`config.mk`:
```
export PLATFORM = sky130hd
export DESIGN_NAME = dpl_pixel_map
export DESIGN_NICKNAME = d
export VERILOG_FILES = /design/src/rtl/dpl_pkg.sv /design/src/rtl/dpl_pair_capture.sv /design/src/rtl/dpl_pixel_map.sv
export SDC_FILE = /design/constraint.sdc
export NUM_CORES = 1
export LEC_CHECK = 0
export BUFFER_PORTS_ARGS = -buffer_cell sky130_fd_sc_hd__buf_2
export CORE_ASPECT_RATIO = 0.6
export CORE_MARGIN = 1.5
export CORE_UTILIZATION = 40
export DETAILED_ROUTE_END_ITERATION = 16
export PLACE_DENSITY = 0.72
export SLEW_MARGIN = 20
export SYNTH_ARGS = -nofsm -noshare
export SYNTH_HDL_FRONTEND = slang
export SYNTH_SLANG_ARGS = --single-unit
```
`constraint.sdc`:
```
create_clock -name clock -period 1.8 [get_ports clock]
set_clock_uncertainty 0.15 [all_clocks]
set_input_delay 0.09 -clock clock [delete_from_list [all_inputs] [get_ports clock]]
set_output_delay 0.09 -clock clock [all_outputs]
set_load 0.005 [all_outputs]
```
`src/rtl/dpl_pkg.sv`:
```
// constants, types and the colour-to-serial placement shared by the pixel map
package dpl_pkg;

    // widths of the double-pumped input and of one colour
    localparam int unsigned DPL_SAMPLE_W     = 12;
    localparam int unsigned DPL_COLOR_W      = 8;
    localparam int unsigned DPL_CHAN_W       = 8;

    // field positions inside the first-edge sample (lower half of the pixel)
    localparam int unsigned DPL_BLUE_LSB     = 0;
    localparam int unsigned DPL_GREEN_LO_LSB = 8;
    // field positions inside the second-edge sample (upper half of the pixel)
    localparam int unsigned DPL_GREEN_HI_LSB = 0;
    localparam int unsigned DPL_RED_LSB      = 4;
    localparam int unsigned DPL_GREEN_HALF_W = 4;

    // serial channel enables per port mode: a0..a3 only, or a0..a7
    localparam logic [7:0]  DPL_CHAN_SINGLE  = 8'h0F;
    localparam logic [7:0]  DPL_CHAN_DUAL    = 8'hFF;
    localparam logic [7:0]  DPL_CHAN_RESET   = 8'h00;

    // reset values
    localparam logic [11:0] DPL_SAMPLE_RESET = 12'h000;
    localparam logic [7:0]  DPL_COLOR_RESET  = 8'h00;

    // pairing phase of one input port
    typedef enum logic [0:0] {
        DPL_WAIT_FIRST  = 1'b0,  // expecting the first-edge sample
        DPL_WAIT_SECOND = 1'b1   // lower half held, expecting the second-edge sample
    } dpl_phase_t;

    // colour bits 0,1 go to serial bits 6,7; colour bits 2..7 go to serial bits 0..5
    function automatic logic [7:0] dpl_to_serial(input logic [7:0] color);
        return {color[1], color[0], color[7:2]};
    endfunction

endpackage : dpl_pkg

```
`src/rtl/dpl_pair_capture.sv`:
```
// pairs two edge samples of one input port into a serial-ordered 24-bit pixel
`timescale 1ns/100ps
module dpl_pair_capture
    import dpl_pkg::*;
(
    input  wire logic        clock,         // system clock
    input  wire logic        rst_n,         // asynchronous reset, active low
    input  wire logic        sample_valid,  // a sample is present this cycle
    input  wire logic        sample_first,  // sample belongs to the first capture edge
    input  wire logic [11:0] sample_data,   // twelve input lines
    input  wire logic        port_enable,   // low forces the completed pixel to zero
    output logic      [7:0]  red_ser,       // red in serial bit order
    output logic      [7:0]  green_ser,     // green in serial bit order
    output logic      [7:0]  blue_ser,      // blue in serial bit order
    output logic             pixel_valid    // one-cycle pulse, new pixel on the outputs
);

    // whole state of the port
    typedef struct packed {
        dpl_phase_t  phase;  // pairing phase
        logic [11:0] low;    // first-edge sample held
        logic [7:0]  red;    // red output register
        logic [7:0]  green;  // green output register
        logic [7:0]  blue;   // blue output register
        logic        valid;  // pixel strobe register
    } dpl_pair_state_t;

    dpl_pair_state_t s_q;  // registered state
    dpl_pair_state_t s_d;  // next state

    logic [7:0] red_c;    // red colour of the pixel being completed
    logic [7:0] green_c;  // green colour of the pixel being completed
    logic [7:0] blue_c;   // blue colour of the pixel being completed

    // next-state logic: hold the lower half, complete on the upper half
    always_comb begin
        s_d       = s_q;
        s_d.valid = 1'b0;
        // blue from first-edge lines 0..7
        blue_c    = s_q.low[DPL_BLUE_LSB +: DPL_COLOR_W];
        // green 0..3 from first-edge lines 8..11, green 4..7 from second-edge 0..3
        green_c   = {sample_data[DPL_GREEN_HI_LSB +: DPL_GREEN_HALF_W],
                     s_q.low[DPL_GREEN_LO_LSB +: DPL_GREEN_HALF_W]};
        // red from second-edge lines 4..11
        red_c     = sample_data[DPL_RED_LSB +: DPL_COLOR_W];
        if (sample_valid) begin
            if (sample_first) begin
                // first edge takes the lower half, a repeat restarts the pixel
                s_d.low   = sample_data;
                s_d.phase = DPL_WAIT_SECOND;
            end else if (s_q.phase == DPL_WAIT_SECOND) begin
                // second edge completes the pixel as one 24-bit word
                s_d.red   = port_enable ? dpl_to_serial(red_c) : DPL_COLOR_RESET;
                s_d.green = port_enable ? dpl_to_serial(green_c) : DPL_COLOR_RESET;
                s_d.blue  = port_enable ? dpl_to_serial(blue_c) : DPL_COLOR_RESET;
                s_d.valid = 1'b1;
                s_d.phase = DPL_WAIT_FIRST;
            end
            // a second-edge sample with no lower half held is dropped
        end
    end

    // state register
    always_ff @(posedge clock or negedge rst_n) begin
        if (!rst_n) begin
            s_q <= '{phase: DPL_WAIT_FIRST, low: DPL_SAMPLE_RESET, red: DPL_COLOR_RESET,
                     green: DPL_COLOR_RESET, blue: DPL_COLOR_RESET, valid: 1'b0};
        end else begin
            s_q <= s_d;
        end
    end

    // outputs straight from the registers, named by colour and serial bit
    assign red_ser     = s_q.red;
    assign green_ser   = s_q.green;
    assign blue_ser    = s_q.blue;
    assign pixel_valid = s_q.valid;

endmodule // dpl_pair_capture

```
`src/rtl/dpl_pixel_map.sv`:
```
// double-pumped pixel input mapped onto serial-ordered colour bits, one or two ports
`timescale 1ns/100ps

// Summary of operation
// single port: only channels a0..a3 carry data
// dual port: all channels a0..a7 driven
// bits named by colour, pixel, serial number
// serial bits 6,7 carry colour bits 0,1
// first edge lines 0..7 give blue
// first edge lines 8..11 give green 0..3
// second edge lines 0..3 give green 4..7
// second edge lines 4..11 give red
// 18-bit receiver uses serial bits 0..5 only
// primary port carries odd pixel, index one
// first edge lower half, second edge upper
// secondary port carries even pixel, index two
// two edge samples pair into one pixel
module dpl_pixel_map
    import dpl_pkg::*;
(
    input  wire logic        clock,                  // 40 MHz system clock
    input  wire logic        rst_n,                  // asynchronous reset, active low
    input  wire logic        dual_port_select,       // high selects two 12-bit input ports
    input  wire logic        balance_coding_select,  // balance setting handed to serializer
    input  wire logic        sample_valid,           // samples present on both ports
    input  wire logic        sample_first,           // samples are from the first capture edge
    input  wire logic [11:0] primary_data,           // primary port lines, odd pixel
    input  wire logic [11:0] secondary_data,         // secondary port lines, even pixel
    output logic      [7:0]  pix1_red_ser,           // odd pixel red, serial order
    output logic      [7:0]  pix1_green_ser,         // odd pixel green, serial order
    output logic      [7:0]  pix1_blue_ser,          // odd pixel blue, serial order
    output logic      [7:0]  pix2_red_ser,           // even pixel red, serial order
    output logic      [7:0]  pix2_green_ser,         // even pixel green, serial order
    output logic      [7:0]  pix2_blue_ser,          // even pixel blue, serial order
    output logic             pixel_valid,            // one-cycle pulse per completed pixel
    output logic      [7:0]  channel_enable,         // serial data channels a7..a0 in use
    output logic             balance_out             // registered balance setting
);

    // whole state of the top: mode, balance, channel enables and check helpers
    typedef struct packed {
        logic        dual;     // port mode taken with the first-edge sample
        logic        balance;  // balance setting register
        logic [7:0]  chan;     // channel enable register
        logic [11:0] lo1;      // last first-edge primary sample
        logic [11:0] lo2;      // last first-edge secondary sample
        logic [11:0] hi1;      // primary lines one cycle ago
        logic [11:0] hi2;      // secondary lines one cycle ago
    } dpl_top_state_t;

    dpl_top_state_t s_q;  // registered state
    dpl_top_state_t s_d;  // next state

    logic pix2_valid;  // secondary strobe, checked against the primary one

    // next-state logic
    always_comb begin
        s_d         = s_q;
        // balance only passed on, its coding belongs to the serializer
        s_d.balance = balance_coding_select;
        // mode is sampled with the lower half so a pixel never mixes modes
        if (sample_valid && sample_first) begin
            s_d.dual = dual_port_select;
            s_d.lo1  = primary_data;
            s_d.lo2  = secondary_data;
        end
        // channel group follows the port mode
        s_d.chan = s_q.dual ? DPL_CHAN_DUAL : DPL_CHAN_SINGLE;
        // lines of the last cycle, the upper half when a pixel completes
        s_d.hi1  = primary_data;
        s_d.hi2  = secondary_data;
    end

    // state register
    always_ff @(posedge clock or negedge rst_n) begin
        if (!rst_n) begin
            // single mode, no lanes in use, check helpers cleared
            s_q <= '{dual: 1'b0, balance: 1'b0, chan: DPL_CHAN_RESET,
                     lo1: DPL_SAMPLE_RESET, lo2: DPL_SAMPLE_RESET,
                     hi1: DPL_SAMPLE_RESET, hi2: DPL_SAMPLE_RESET};
        end else begin
            s_q <= s_d;
        end
    end

    // each port pairs its own two halves independently
    // primary port builds the odd pixel, index one
    dpl_pair_capture u_primary (
        .clock        (clock),
        .rst_n        (rst_n),
        .sample_valid (sample_valid),
        .sample_first (sample_first),
        .sample_data  (primary_data),
        .port_enable  (1'b1),
        .red_ser      (pix1_red_ser),
        .green_ser    (pix1_green_ser),
        .blue_ser     (pix1_blue_ser),
        .pixel_valid  (pixel_valid)
    );

    // secondary port builds the even pixel, zero in single mode
    dpl_pair_capture u_secondary (
        .clock        (clock),
        .rst_n        (rst_n),
        .sample_valid (sample_valid),
        .sample_first (sample_first),
        .sample_data  (secondary_data),
        .port_enable  (s_q.dual),
        .red_ser      (pix2_red_ser),
        .green_ser    (pix2_green_ser),
        .blue_ser     (pix2_blue_ser),
        .pixel_valid  (pix2_valid)
    );

    // registered outputs of the top
    assign channel_enable = s_q.chan;
    assign balance_out    = s_q.balance;

    // checks on what the block drives, sampled on the rising clock edge

    // single mode leaves the even pixel at zero
    a_single_even_idle: assert property (@(posedge clock) disable iff (!rst_n)
        (pixel_valid && !s_q.dual) |->
        ({pix2_red_ser, pix2_green_ser, pix2_blue_ser} == 24'h000000))
        else $error("even pixel not zero in single port mode");

    // single mode enables only the low channel group
    a_chan_single: assert property (@(posedge clock) disable iff (!rst_n)
        !s_q.dual |=> (channel_enable == 8'h0F))
        else $error("channel enables wrong in single port mode");

    // dual mode enables all channels
    a_chan_dual: assert property (@(posedge clock) disable iff (!rst_n)
        s_q.dual |=> (channel_enable == 8'hFF))
        else $error("channel enables wrong in dual port mode");

    // serial order of blue from the first edge, odd pixel
    a_blue_order: assert property (@(posedge clock) disable iff (!rst_n)
        pixel_valid |-> (pix1_blue_ser[7:6] == {s_q.lo1[1], s_q.lo1[0]}) &&
                        (pix1_blue_ser[5:0] == s_q.lo1[7:2]))
        else $error("odd pixel blue placement wrong");

    // green low half from first edge lines 8..11
    a_green_low: assert property (@(posedge clock) disable iff (!rst_n)
        pixel_valid |-> (pix1_green_ser[7:6] == {s_q.lo1[9], s_q.lo1[8]}) &&
                        (pix1_green_ser[1:0] == s_q.lo1[11:10]))
        else $error("odd pixel green low half wrong");

    // green high half from second edge lines 0..3
    a_green_high: assert property (@(posedge clock) disable iff (!rst_n)
        pixel_valid |-> (pix1_green_ser[5:2] == s_q.hi1[3:0]))
        else $error("odd pixel green high half wrong");

    // red from second edge lines 4..11
    a_red_order: assert property (@(posedge clock) disable iff (!rst_n)
        pixel_valid |-> (pix1_red_ser[7:6] == {s_q.hi1[5], s_q.hi1[4]}) &&
                        (pix1_red_ser[5:0] == s_q.hi1[11:6]))
        else $error("odd pixel red placement wrong");

    // even pixel uses the same placement from the secondary port
    a_even_map: assert property (@(posedge clock) disable iff (!rst_n)
        (pixel_valid && s_q.dual) |->
        (pix2_blue_ser == {s_q.lo2[1], s_q.lo2[0], s_q.lo2[7:2]}) &&
        (pix2_red_ser == {s_q.hi2[5], s_q.hi2[4], s_q.hi2[11:6]}) &&
        (pix2_green_ser == {s_q.lo2[9], s_q.lo2[8], s_q.hi2[3:0], s_q.lo2[11:10]}))
        else $error("even pixel placement wrong");

    // first then second edge sample gives a pixel on the next cycle
    a_pair_done: assert property (@(posedge clock) disable iff (!rst_n)
        (sample_valid && sample_first) ##1 (sample_valid && !sample_first) |=>
        pixel_valid)
        else $error("pixel not completed after edge pair");

    // no pixel without a second-edge sample just before
    a_pair_cause: assert property (@(posedge clock) disable iff (!rst_n)
        pixel_valid |-> $past(sample_valid) && !$past(sample_first))
        else $error("pixel strobe without second edge sample");

    // a pixel strobe is never two cycles long
    a_pulse_once: assert property (@(posedge clock) disable iff (!rst_n)
        pixel_valid |=> !pixel_valid)
        else $error("pixel strobe held too long");

    // both ports finish their pixel on the same edge
    a_strobe_match: assert property (@(posedge clock) disable iff (!rst_n)
        pix2_valid == pixel_valid)
        else $error("port pixel strobes out of step");

    // a new pixel leaves on the lane group of the mode it was taken in
    a_pixel_lanes: assert property (@(posedge clock) disable iff (!rst_n)
        pixel_valid |-> (channel_enable == (s_q.dual ? 8'hFF : 8'h0F)))
        else $error("pixel presented on wrong lane group");

    // colours stay put between completed pixels
    a_pix_hold: assert property (@(posedge clock) disable iff (!rst_n)
        !pixel_valid |-> $stable({pix1_red_ser, pix1_green_ser, pix1_blue_ser,
                                  pix2_red_ser, pix2_green_ser, pix2_blue_ser}))
        else $error("pixel colours changed without a strobe");

    // port mode taken with the lower half of a pixel
    a_mode_follow: assert property (@(posedge clock) disable iff (!rst_n)
        (sample_valid && sample_first) |=> (s_q.dual == $past(dual_port_select)))
        else $error("port mode not taken with the lower half");

    // mode ignored between halves, so a pixel never mixes modes
    a_mode_hold: assert property (@(posedge clock) disable iff (!rst_n)
        !(sample_valid && sample_first) |=> $stable(s_q.dual))
        else $error("port mode changed without a lower half");

    // a lower half alone never completes a pixel
    a_first_quiet: assert property (@(posedge clock) disable iff (!rst_n)
        (sample_valid && sample_first) |=> !pixel_valid)
        else $error("pixel strobe after a lower half");

    // an upper half right after another upper half finds no lower half held
    a_lone_drop: assert property (@(posedge clock) disable iff (!rst_n)
        (sample_valid && !sample_first) ##1 (sample_valid && !sample_first) |=>
        !pixel_valid)
        else $error("lone upper half completed a pixel");

    // balance setting passed on one cycle later
    a_balance_pass: assert property (@(posedge clock) disable iff (!rst_n)
        1'b1 |=> (balance_out == $past(balance_coding_select)))
        else $error("balance setting not passed through");

endmodule // dpl_pixel_map

```
-- Word level (Yosys, flattened, before mapping)
Index checks and enable logic that the tools add are counted.
- register bits after elaboration: 84
- bits of input ports: 30
- output and inout bits: 58
- logic and storage cells: 25
- multiplexer cells: 8
- bitwise gates (word level): 1
- reduce and logical (&&, ||, !) cells: 3
- operators with widths (kind ; count):
    $mux W8 ; 4
    $mux W1 ; 4
    $reduce_and A3 Y1 ; 1
    $reduce_and A2 Y1 ; 1
    $logic_and A1 B1 Y1 ; 1
    $not A1 Y1 ; 1

-- Logic depth before layout (Yosys ltp)
Gate-level depths: netlist (run 1).
- depth in word-level cells: 3
- mapped depth: 4
- mapped depth without buffers: 2

-- Cells and area by module
Synthesis (run 1) repeated with hierarchy kept, for this count alone.
- cell total of the unflattened synthesis: 325
- area, all modules: 3718.6 um2
- by module, submodules not included (module ; times used ; cells each ; area each (um2) ; sequential area each (um2)):
    dpl_pair_capture ; 2 ; 156 ; 1775.5 ; 950.9
    dpl_pixel_map ; 1 ; 13 ; 167.7 ; 100.1

-- Worst setup path before layout (run 1)
No wires, ideal clock.
- path kind: reg2reg
- start point: reg, netlist name u_secondary.s_q[37]
- end point: reg u_primary.s_q (netlist bit u_primary.blue_ser[0])
- library setup time: 0.125 ns
- arrival: 1.034 ns
- required time: 1.525 ns
- path slack: 0.491 ns
- stages on the path, launching flop included: 4
- path buffers: 1
- clock period less this slack: 1.309 ns
- cell sequence: dfrtp_1 -> nand3b_1 -> buf_2 -> mux2_2
- RTL lines (what ; RTL line ; RTL):
    end signal, assigned ; dpl_pair_capture.sv:66 ; s_q <= '{phase: DPL_WAIT_FIRST, low: DPL_SAMPLE_RESET, red: DPL_COLOR_RESET,
    end, declared ; dpl_pair_capture.sv:28 ; dpl_pair_state_t s_q;

-- Worst setup path after layout (run 1)
- start point: in sample_valid
- end point: reg u_secondary.s_q (netlist bit u_secondary.green_c[0])
- longest elaborated chain between the ends: 1
- RTL lines (what ; RTL line ; RTL):
    start, declared ; dpl_pixel_map.sv:25 ; input wire logic sample_valid,
    $reduce_and A2 Y1 (no line) ; n/a ;
    end signal, assigned ; dpl_pair_capture.sv:66 ;
    end, declared ; dpl_pair_capture.sv:28 ;
No other way between the ends.
A chain may end at the register's enable or synchronous reset.

==> results of run 1 <==
-- registers in the layout, summed over array words and instances, names as in the netlist --
name	cells
balance_out	1
channel_enable	2
s_q	1
u_primary.blue_c	8
u_primary.blue_ser	8
u_primary.green_c	4
u_primary.green_ser	8
u_primary.pixel_valid	1
u_primary.red_ser	8
u_secondary.blue_c	8
u_secondary.blue_ser	8
u_secondary.green_c	4
u_secondary.green_ser	8
u_secondary.red_ser	8
u_secondary.s_q	1
-- per-layer routing --
layer | up-vias | part of all wire [%] | GRT usage, %
met5 | - | 0 | 0
met4 | 0 | 1.8 | 6.746
met3 | 10 | 6.9 | 6.172
met2 | 61 | 45 | 21.58
met1 | 946 | 47 | 17.57
li1 | 947 | - | -
-- cells by family (layout without fill, tap and decap cells) --
| family | count (synthesis) | count (layout) | share of synthesized area (%) |
|---|---|---|---|
| flops | 78 | 78 | 60.05 |
| mux | 73 | 73 | 24.36 |
| buf+inv | 66 | 164 | 12.12 |
| simple gates | 26 | 26 | 3.195 |
| other cells | 1 | 1 | 0.1154 |
| compound gates | 1 | 1 | 0.1538 |
-- report_power, final --
group | switching [mW] | internal, mW | leakage (nW)
logic | 0.415 | 0.569 | 1.12
registers | 0.192 | 2.15 | 0.944
clock network | 0.642 | 0.957 | 0.139
total | 1.25 | 3.67 | 2.20
-- worst max-delay path: cells and delay by family --
family        cells  cell delay [ns]
mux               1             0.34
simple gates      1             0.27
buf+inv           3             0.86
-- cells in the mapped netlist --
cell type / instances / share of area (%)
nand3b_1: 1 / 0.23
conb_1: 1 / 0.12
o21ai_0: 1 / 0.15
clkbuf_1: 2 / 0.23
mux2_2: 48 / 17
mux2_1: 1 / 0.35
nand2_2: 1 / 0.19
buf_2: 3 / 0.46
nand2_1: 24 / 2.8
dfrtp_1: 78 / 60
buf_6: 3 / 1.0
mux2i_1: 24 / 7.4
buf_4: 32 / 7.4
inv_1: 26 / 3.0
-- metrics by stage --
step | util [%] | total power, mW | hold slack, ns
after global routing | 53.00 | 5.242 | 0.1201
after detailed placement | 46.05 | 3.333 | -0.1002
after global placement | 46.05 | 3.288 | -0.1043
after floorplan | - | 3.041 | -0.3556
final | 53.00 | 4.924 | 0.09488
after CTS | 53.00 | 5.020 | 0.09210
-- layout make-up --
| type | count | area, um^2 | area share [%] |
|---|---|---|---|
| inverter | 26 | 97.59 | 2.336 |
| sequential | 78 | 1952 | 46.72 |
| multi-input combinational | 101 | 904.6 | 21.65 |
| clock inverter | 5 | 25.02 | 0.5990 |
| timing repair buffer | 122 | 820.8 | 19.65 |
| tap | 108 | 135.1 | 3.235 |
| clock buffer | 11 | 242.7 | 5.810 |
-- worst max path at each step --
| stage | start | to | cells past startpoint |
|---|---|---|---|
| after floorplan | u_secondary.s_q[37] | u_primary.blue_ser[0] | 3 |
| after global placement | u_secondary.s_q[37] | u_primary.red_ser[7] | 3 |
| after detailed placement | u_secondary.s_q[37] | u_primary.blue_ser[3] | 3 |
| after CTS | sample_valid | u_secondary.green_c[0] | 5 |
| after global routing | sample_valid | u_secondary.blue_c[0] | 5 |
| final | sample_valid | u_secondary.green_c[0] | 5 |
==> summary.md, run 1 <==
| Metric | Value |
|---|---|
| Max-slew violations | `0` |
| Gr usage total | `roughly 14%` |
| Fin worst setup slack | `between 0.2 and 0.3 ns` |
| Core Area | `about 7900 um^2` |
| Iteration-0 DRC Markers | `69` |
| Die X | `about 120 um` |
| PwrDens | `1179 nW/um^2` |
| Per-cell routed wire length | `~13 um` |
| GR Overflow Total | `0` |
| Die area | `roughly 8700 um^2` |
| Final Instance Area | `4178 um^2` |
| Fin cells | `about 450` |
| Slowest cell on crit path | `dlygate4sd3_1` |
| # clock sinks | `78` |
| Post-route minimum period | `around 1.5 ns` |
| Commonest cells after routing, fill and taps aside | `buf_2, dfrtp_1, mux2_2` |
| Ant diodes | `0` |
| RSZ-0062 raised after global routing | `false` |
| CP Class | `in2reg` |
| Slowest Stage Delay on Critical Path | `0.53 ns` |
| Post-placement cell count | `between 400 and 500` |
| Cell Chain, Critical Path | `dlygate4sd3_1 > buf_2 > nand2_2 > buf_12 > mux2_2` |
| CTS Buffer Depth | `2` |
| WL final | `about 5700 um` |
| Placed cell area | `between 3000 and 4000 um^2` |
| Worst Path Required | `roughly 1.9 ns` |
| Post-Place Worst Slack | `~0.35 ns` |
| Commonest non-fill, non-tap cell in the layout | `buf_2` |
| First-pass GRT wire length | `between 9000 and 10000 um` |
| Pin count of the biggest net entering global routing | `33` |
| Nets | `approximately 370` |
| FF+latch count, synth | `78` |
| Initial antenna violation count | `0` |
| Setup-failing EPs final | `0` |
| Setup bufs post-CTS | `0` |
| Std-Cell Rows | `25` |
| Synthesized area | `about 3300 um^2` |
| Post-CTS Hold Buffers | `28` |
| Maximum Capacitance Violations | `0` |
| Floorplan die height | `between 70 and 80 um` |
| # fillers | `700` |
| CTS tree | `built` |
| Post-Syn Nets | `between 200 and 300` |
| Seq/Total Area, Yosys | `between 60% and 70%` |
| Port Buffers | `just under 90` |
| Hold Path Class | `in2async` |
| Peak VDD IR | `about 0.00055 V` |
| Pleak | `about 2.2 nW` |
| Critical R2R Launch | `u_secondary.s_q[37]` |
| R2r worst-path depth | `3` |
| Avg Cell Area, Syn | `between 10 and 15 um^2` |
| Worst-Skew Late Latency | `around 0.33 ns` |
| Final period util | `between 80% and 90%` |
| Final Hold Vio Count | `0` |
| Drt pass-1 iters | `4` |
| Startpoint type of the worst setup path | `primary input` |
| Area Growth Syn to Fin | `28.52%` |
| Htree depth | `3` |
| Post-synth cell types | `14` |
| Layout cell share with drive strength beyond 1 | `46.06%` |
| Status | `finished, final reports clean` |
| Clk root buf | `clkbuf_16` |
| Routability cong. | `0.7002` |
| Vias per cell | `about 4.4` |
| Vias | `slightly below 2000` |
| Cts bufs inserted | `9` |
| RR Endpoint | `u_primary.blue_ser[3]` |
| Post-route ant nets | `0` |
| Cells after Synth | `approximately 250` |
| Ys Warns | `0` |
| R2r setup slk | `0.35 ns` |
| Resized Gates After CTS | `0` |
| Hpwl dp | `approximately 3800 um` |
| Largest fanout on the critical path | `15` |
| Vias in the first global route | `1940` |
| Starting Density | `between 40% and 50%` |
| Drt drc | `0` |
| Arrival time at the worst endpoint | `1.58 ns` |
| Final setup TNS | `0 ns` |
| CP endpoint kind | `flop` |
| Clk slew on worst S/H paths | `0.06 ns` |
| Io pins | `between 80 and 90` |
| Fmax | `0.6606 GHz` |
(Power assumes the default switching activity.)
==> inputs of run 2 (changes only) <==
--- a/config.mk
+++ b/config.mk
@@ -10,7 +10,7 @@
 export CORE_MARGIN = 1.5
 export CORE_UTILIZATION = 40
 export DETAILED_ROUTE_END_ITERATION = 16
-export PLACE_DENSITY = 0.72
+export PLACE_DENSITY = 0.74
 export SLEW_MARGIN = 20
 export SYNTH_ARGS = -nofsm -noshare
 export SYNTH_HDL_FRONTEND = slang
==> constraint.sdc (replaced) <==
create_clock -name clock -period 1.27 [get_ports clock]
set_clock_uncertainty 0.15 [all_clocks]
set_input_delay 0.0635 -clock clock [delete_from_list [all_inputs] [get_ports clock]]
set_output_delay 0.0635 -clock clock [all_outputs]
set_load 0.005 [all_outputs]
==> run 2 against run 1 <==
Net effect:
- the flow now finishes with violations (setup timing)
- largest power group unchanged
- critical endpoint is now u_primary.blue_ser[2]
- setup slack lost 0.36 ns
- power is 45% higher
- sequential share of layout area decreased by 0.57 points
- non-clock buffer count up 5
- routed wire length grew 4.5%
- final cell count rose by 1.1%
- count of clock-buffer cells in the layout is 5 higher
- critical path depth shrank 2
- highest routed layer unchanged
==> summary.md, run 2 (synthesis results as in run 1) <==
| Metric | Value |
|---|---|
| Status | `complete, but fails checks` |
| Internal cell power | `roughly 5.4 mW` |
| Placed cell area | `approximately 3700 um^2` |
| Cts bufs inserted | `9` |
| Post-placement cell count | `412` |
| Per-cell routed wire length | `about 13 um` |
| Final Instance Area | `approximately 4200 um^2` |
| Peak VDD IR | `between 0.001 and 0.0015 V` |
| Die X | `approximately 120 um` |
| Vias | `between 1500 and 2000` |
| Gr usage total | `between 10 and 15%` |
| Total power | `7.116 mW` |
| CP endpoint kind | `flop` |
| Startpoint type of the worst setup path | `flop` |
| Final Hold Vio Count | `0` |
| Post-route minimum period | `approximately 1.3 ns` |
| Commonest non-fill, non-tap cell in the layout | `buf_2` |
| Hold Slack | `roughly 0.047 ns` |
| Port Buffers | `between 80 and 90` |
| CTS Buffer Depth | `2` |
| Sequential fraction of design power | `between 40% and 50%` |
| Resized Gates After CTS | `0` |
| Area Growth Syn to Fin | `30.10%` |
| Htree depth | `3` |
| Post-Place Worst Slack | `-0.07423 ns` |
| Nets | `~370` |
| Worst-Skew Late Latency | `approximately 0.32 ns` |
| Core Area | `7883 um^2` |
| Floorplan die height | `about 73 um` |
| Iteration-0 DRC Markers | `92` |
| Pleak | `~2.2 nW` |
| Final setup TNS | `-1.935 ns` |
| # clock sinks | `78` |
| PwrDens | `1683 nW/um^2` |
| Layout cell share with drive strength beyond 1 | `45.98%` |
| Fin worst setup slack | `-0.07203 ns` |
| Routability cong. | `0.6849` |
| Pin count of the biggest net entering global routing | `79` |
| Hold Path Class | `in2reg` |
| Starting Density | `between 40% and 50%` |
| Ant diodes | `0` |
| Vias in the first global route | `between 1500 and 2000` |
| Fin cells | `about 460` |
| Setup-failing EPs final | `between 40 and 50` |
| Clock power share | `between 30 and 40%` |
| Maximum Capacitance Violations | `0` |
| Largest fanout on the critical path | `22` |
| Comb pwr share | `between 10% and 20%` |
| Die area | `slightly below 9000 um^2` |
| Vias per cell | `4.336` |
| FF/Latch Area | `roughly 2000 um^2` |
| Post-route ant nets | `0` |
| Setup bufs post-CTS | `0` |
| GR Overflow Total | `0` |
| Switching share of total power | `about a quarter` |
| # fillers | `701` |
| Commonest cells after routing, fill and taps aside | `buf_2, dfrtp_1, mux2_2` |
| Initial antenna violation count | `0` |
| Failing checks | `setup timing` |
| CP Class | `reg2reg` |
| Final period util | `105.7%` |
| Arrival time at the worst endpoint | `roughly 1.4 ns` |
| Fmax | `approximately 0.75 GHz` |
| Sw Pwr | `about 1.8 mW` |
| Clk slew on worst S/H paths | `0.05 ns` |
| Drt drc | `0` |
| Clk root buf | `clkbuf_16` |
| Max-slew violations | `0` |
| CTS tree | `built` |
| Io pins | `just under 90` |
| Std-Cell Rows | `25` |
| First-pass GRT wire length | `about 9400 um` |
| WL final | `5930 um` |
| Multi-input gate area | `between 900 and 1000 um^2` |
| Worst Path Required | `around 1.3 ns` |
| Drt pass-1 iters | `4` |
| Core Util, Final | `~54%` |
| RSZ-0062 raised after global routing | `true` |
| Hpwl dp | `between 3000 and 4000 um` |
run 2: worst paths after layout:
| check | start | end | slack (ns) | cells after the start |
|---|---|---|---|---|
| max | u_secondary.s_q[37] | u_primary.blue_ser[2] | -0.07 | 3 |
| min | sample_first | u_secondary.s_q[37] | 0.05 | 4 |
| max reg2reg | u_secondary.s_q[37] | u_primary.blue_ser[2] | -0.07 | 3 |
| min reg2reg | u_primary.green_c[2] | u_primary.green_ser[0] | 0.34 | 1 |
| max in group asynchronous | rst_n | u_secondary.red_ser[4] | 0.48 | 3 |
| min in group asynchronous | rst_n | channel_enable[3] | 0.15 | 3 |
run 2: layer usage:
layer,global-route usage [%],routed length [um]
met1,18.54,2771
met2,22.09,2745
met3,5.469,364
met4,6.349,49
met5,0,0
run 2: cell type report:
| cell class | instances | area share [%] |
|---|---|---|
| Clock buffer | 16 | 6.657 |
| Inverter | 26 | 2.308 |
| Multi-Input combinational cell | 101 | 21.39 |
| Sequential cell | 78 | 46.15 |
| Tap cell | 108 | 3.195 |
| Timing Repair Buffer | 127 | 20.30 |
run 2: what timing repair did:
item / 4_1_cts / 5_1_grt
hold buffers: 27 / 1
endpoints found under the hold margin: 129 / 1
setup endpoints to repair: 48 / 48
cloned: 0 / 0
run 2: power by group through the flow:
stage / logic (mW) / clock network, mW / registers, mW
2_1_floorplan: 0.980 / 0 / 3.33
3_3_place_gp: 1.32 / 0 / 3.35
3_5_place_dp: 1.38 / 0 / 3.38
4_1_cts: 1.45 / 2.47 / 3.34
5_1_grt: 1.57 / 2.57 / 3.41
6_report: 1.41 / 2.37 / 3.33
run 2: critical path: stages, from the launching register on:
cell,delay (ns)
dfrtp_1,0.37
nand3b_1,0.15
buf_12,0.20
mux2_2,0.35
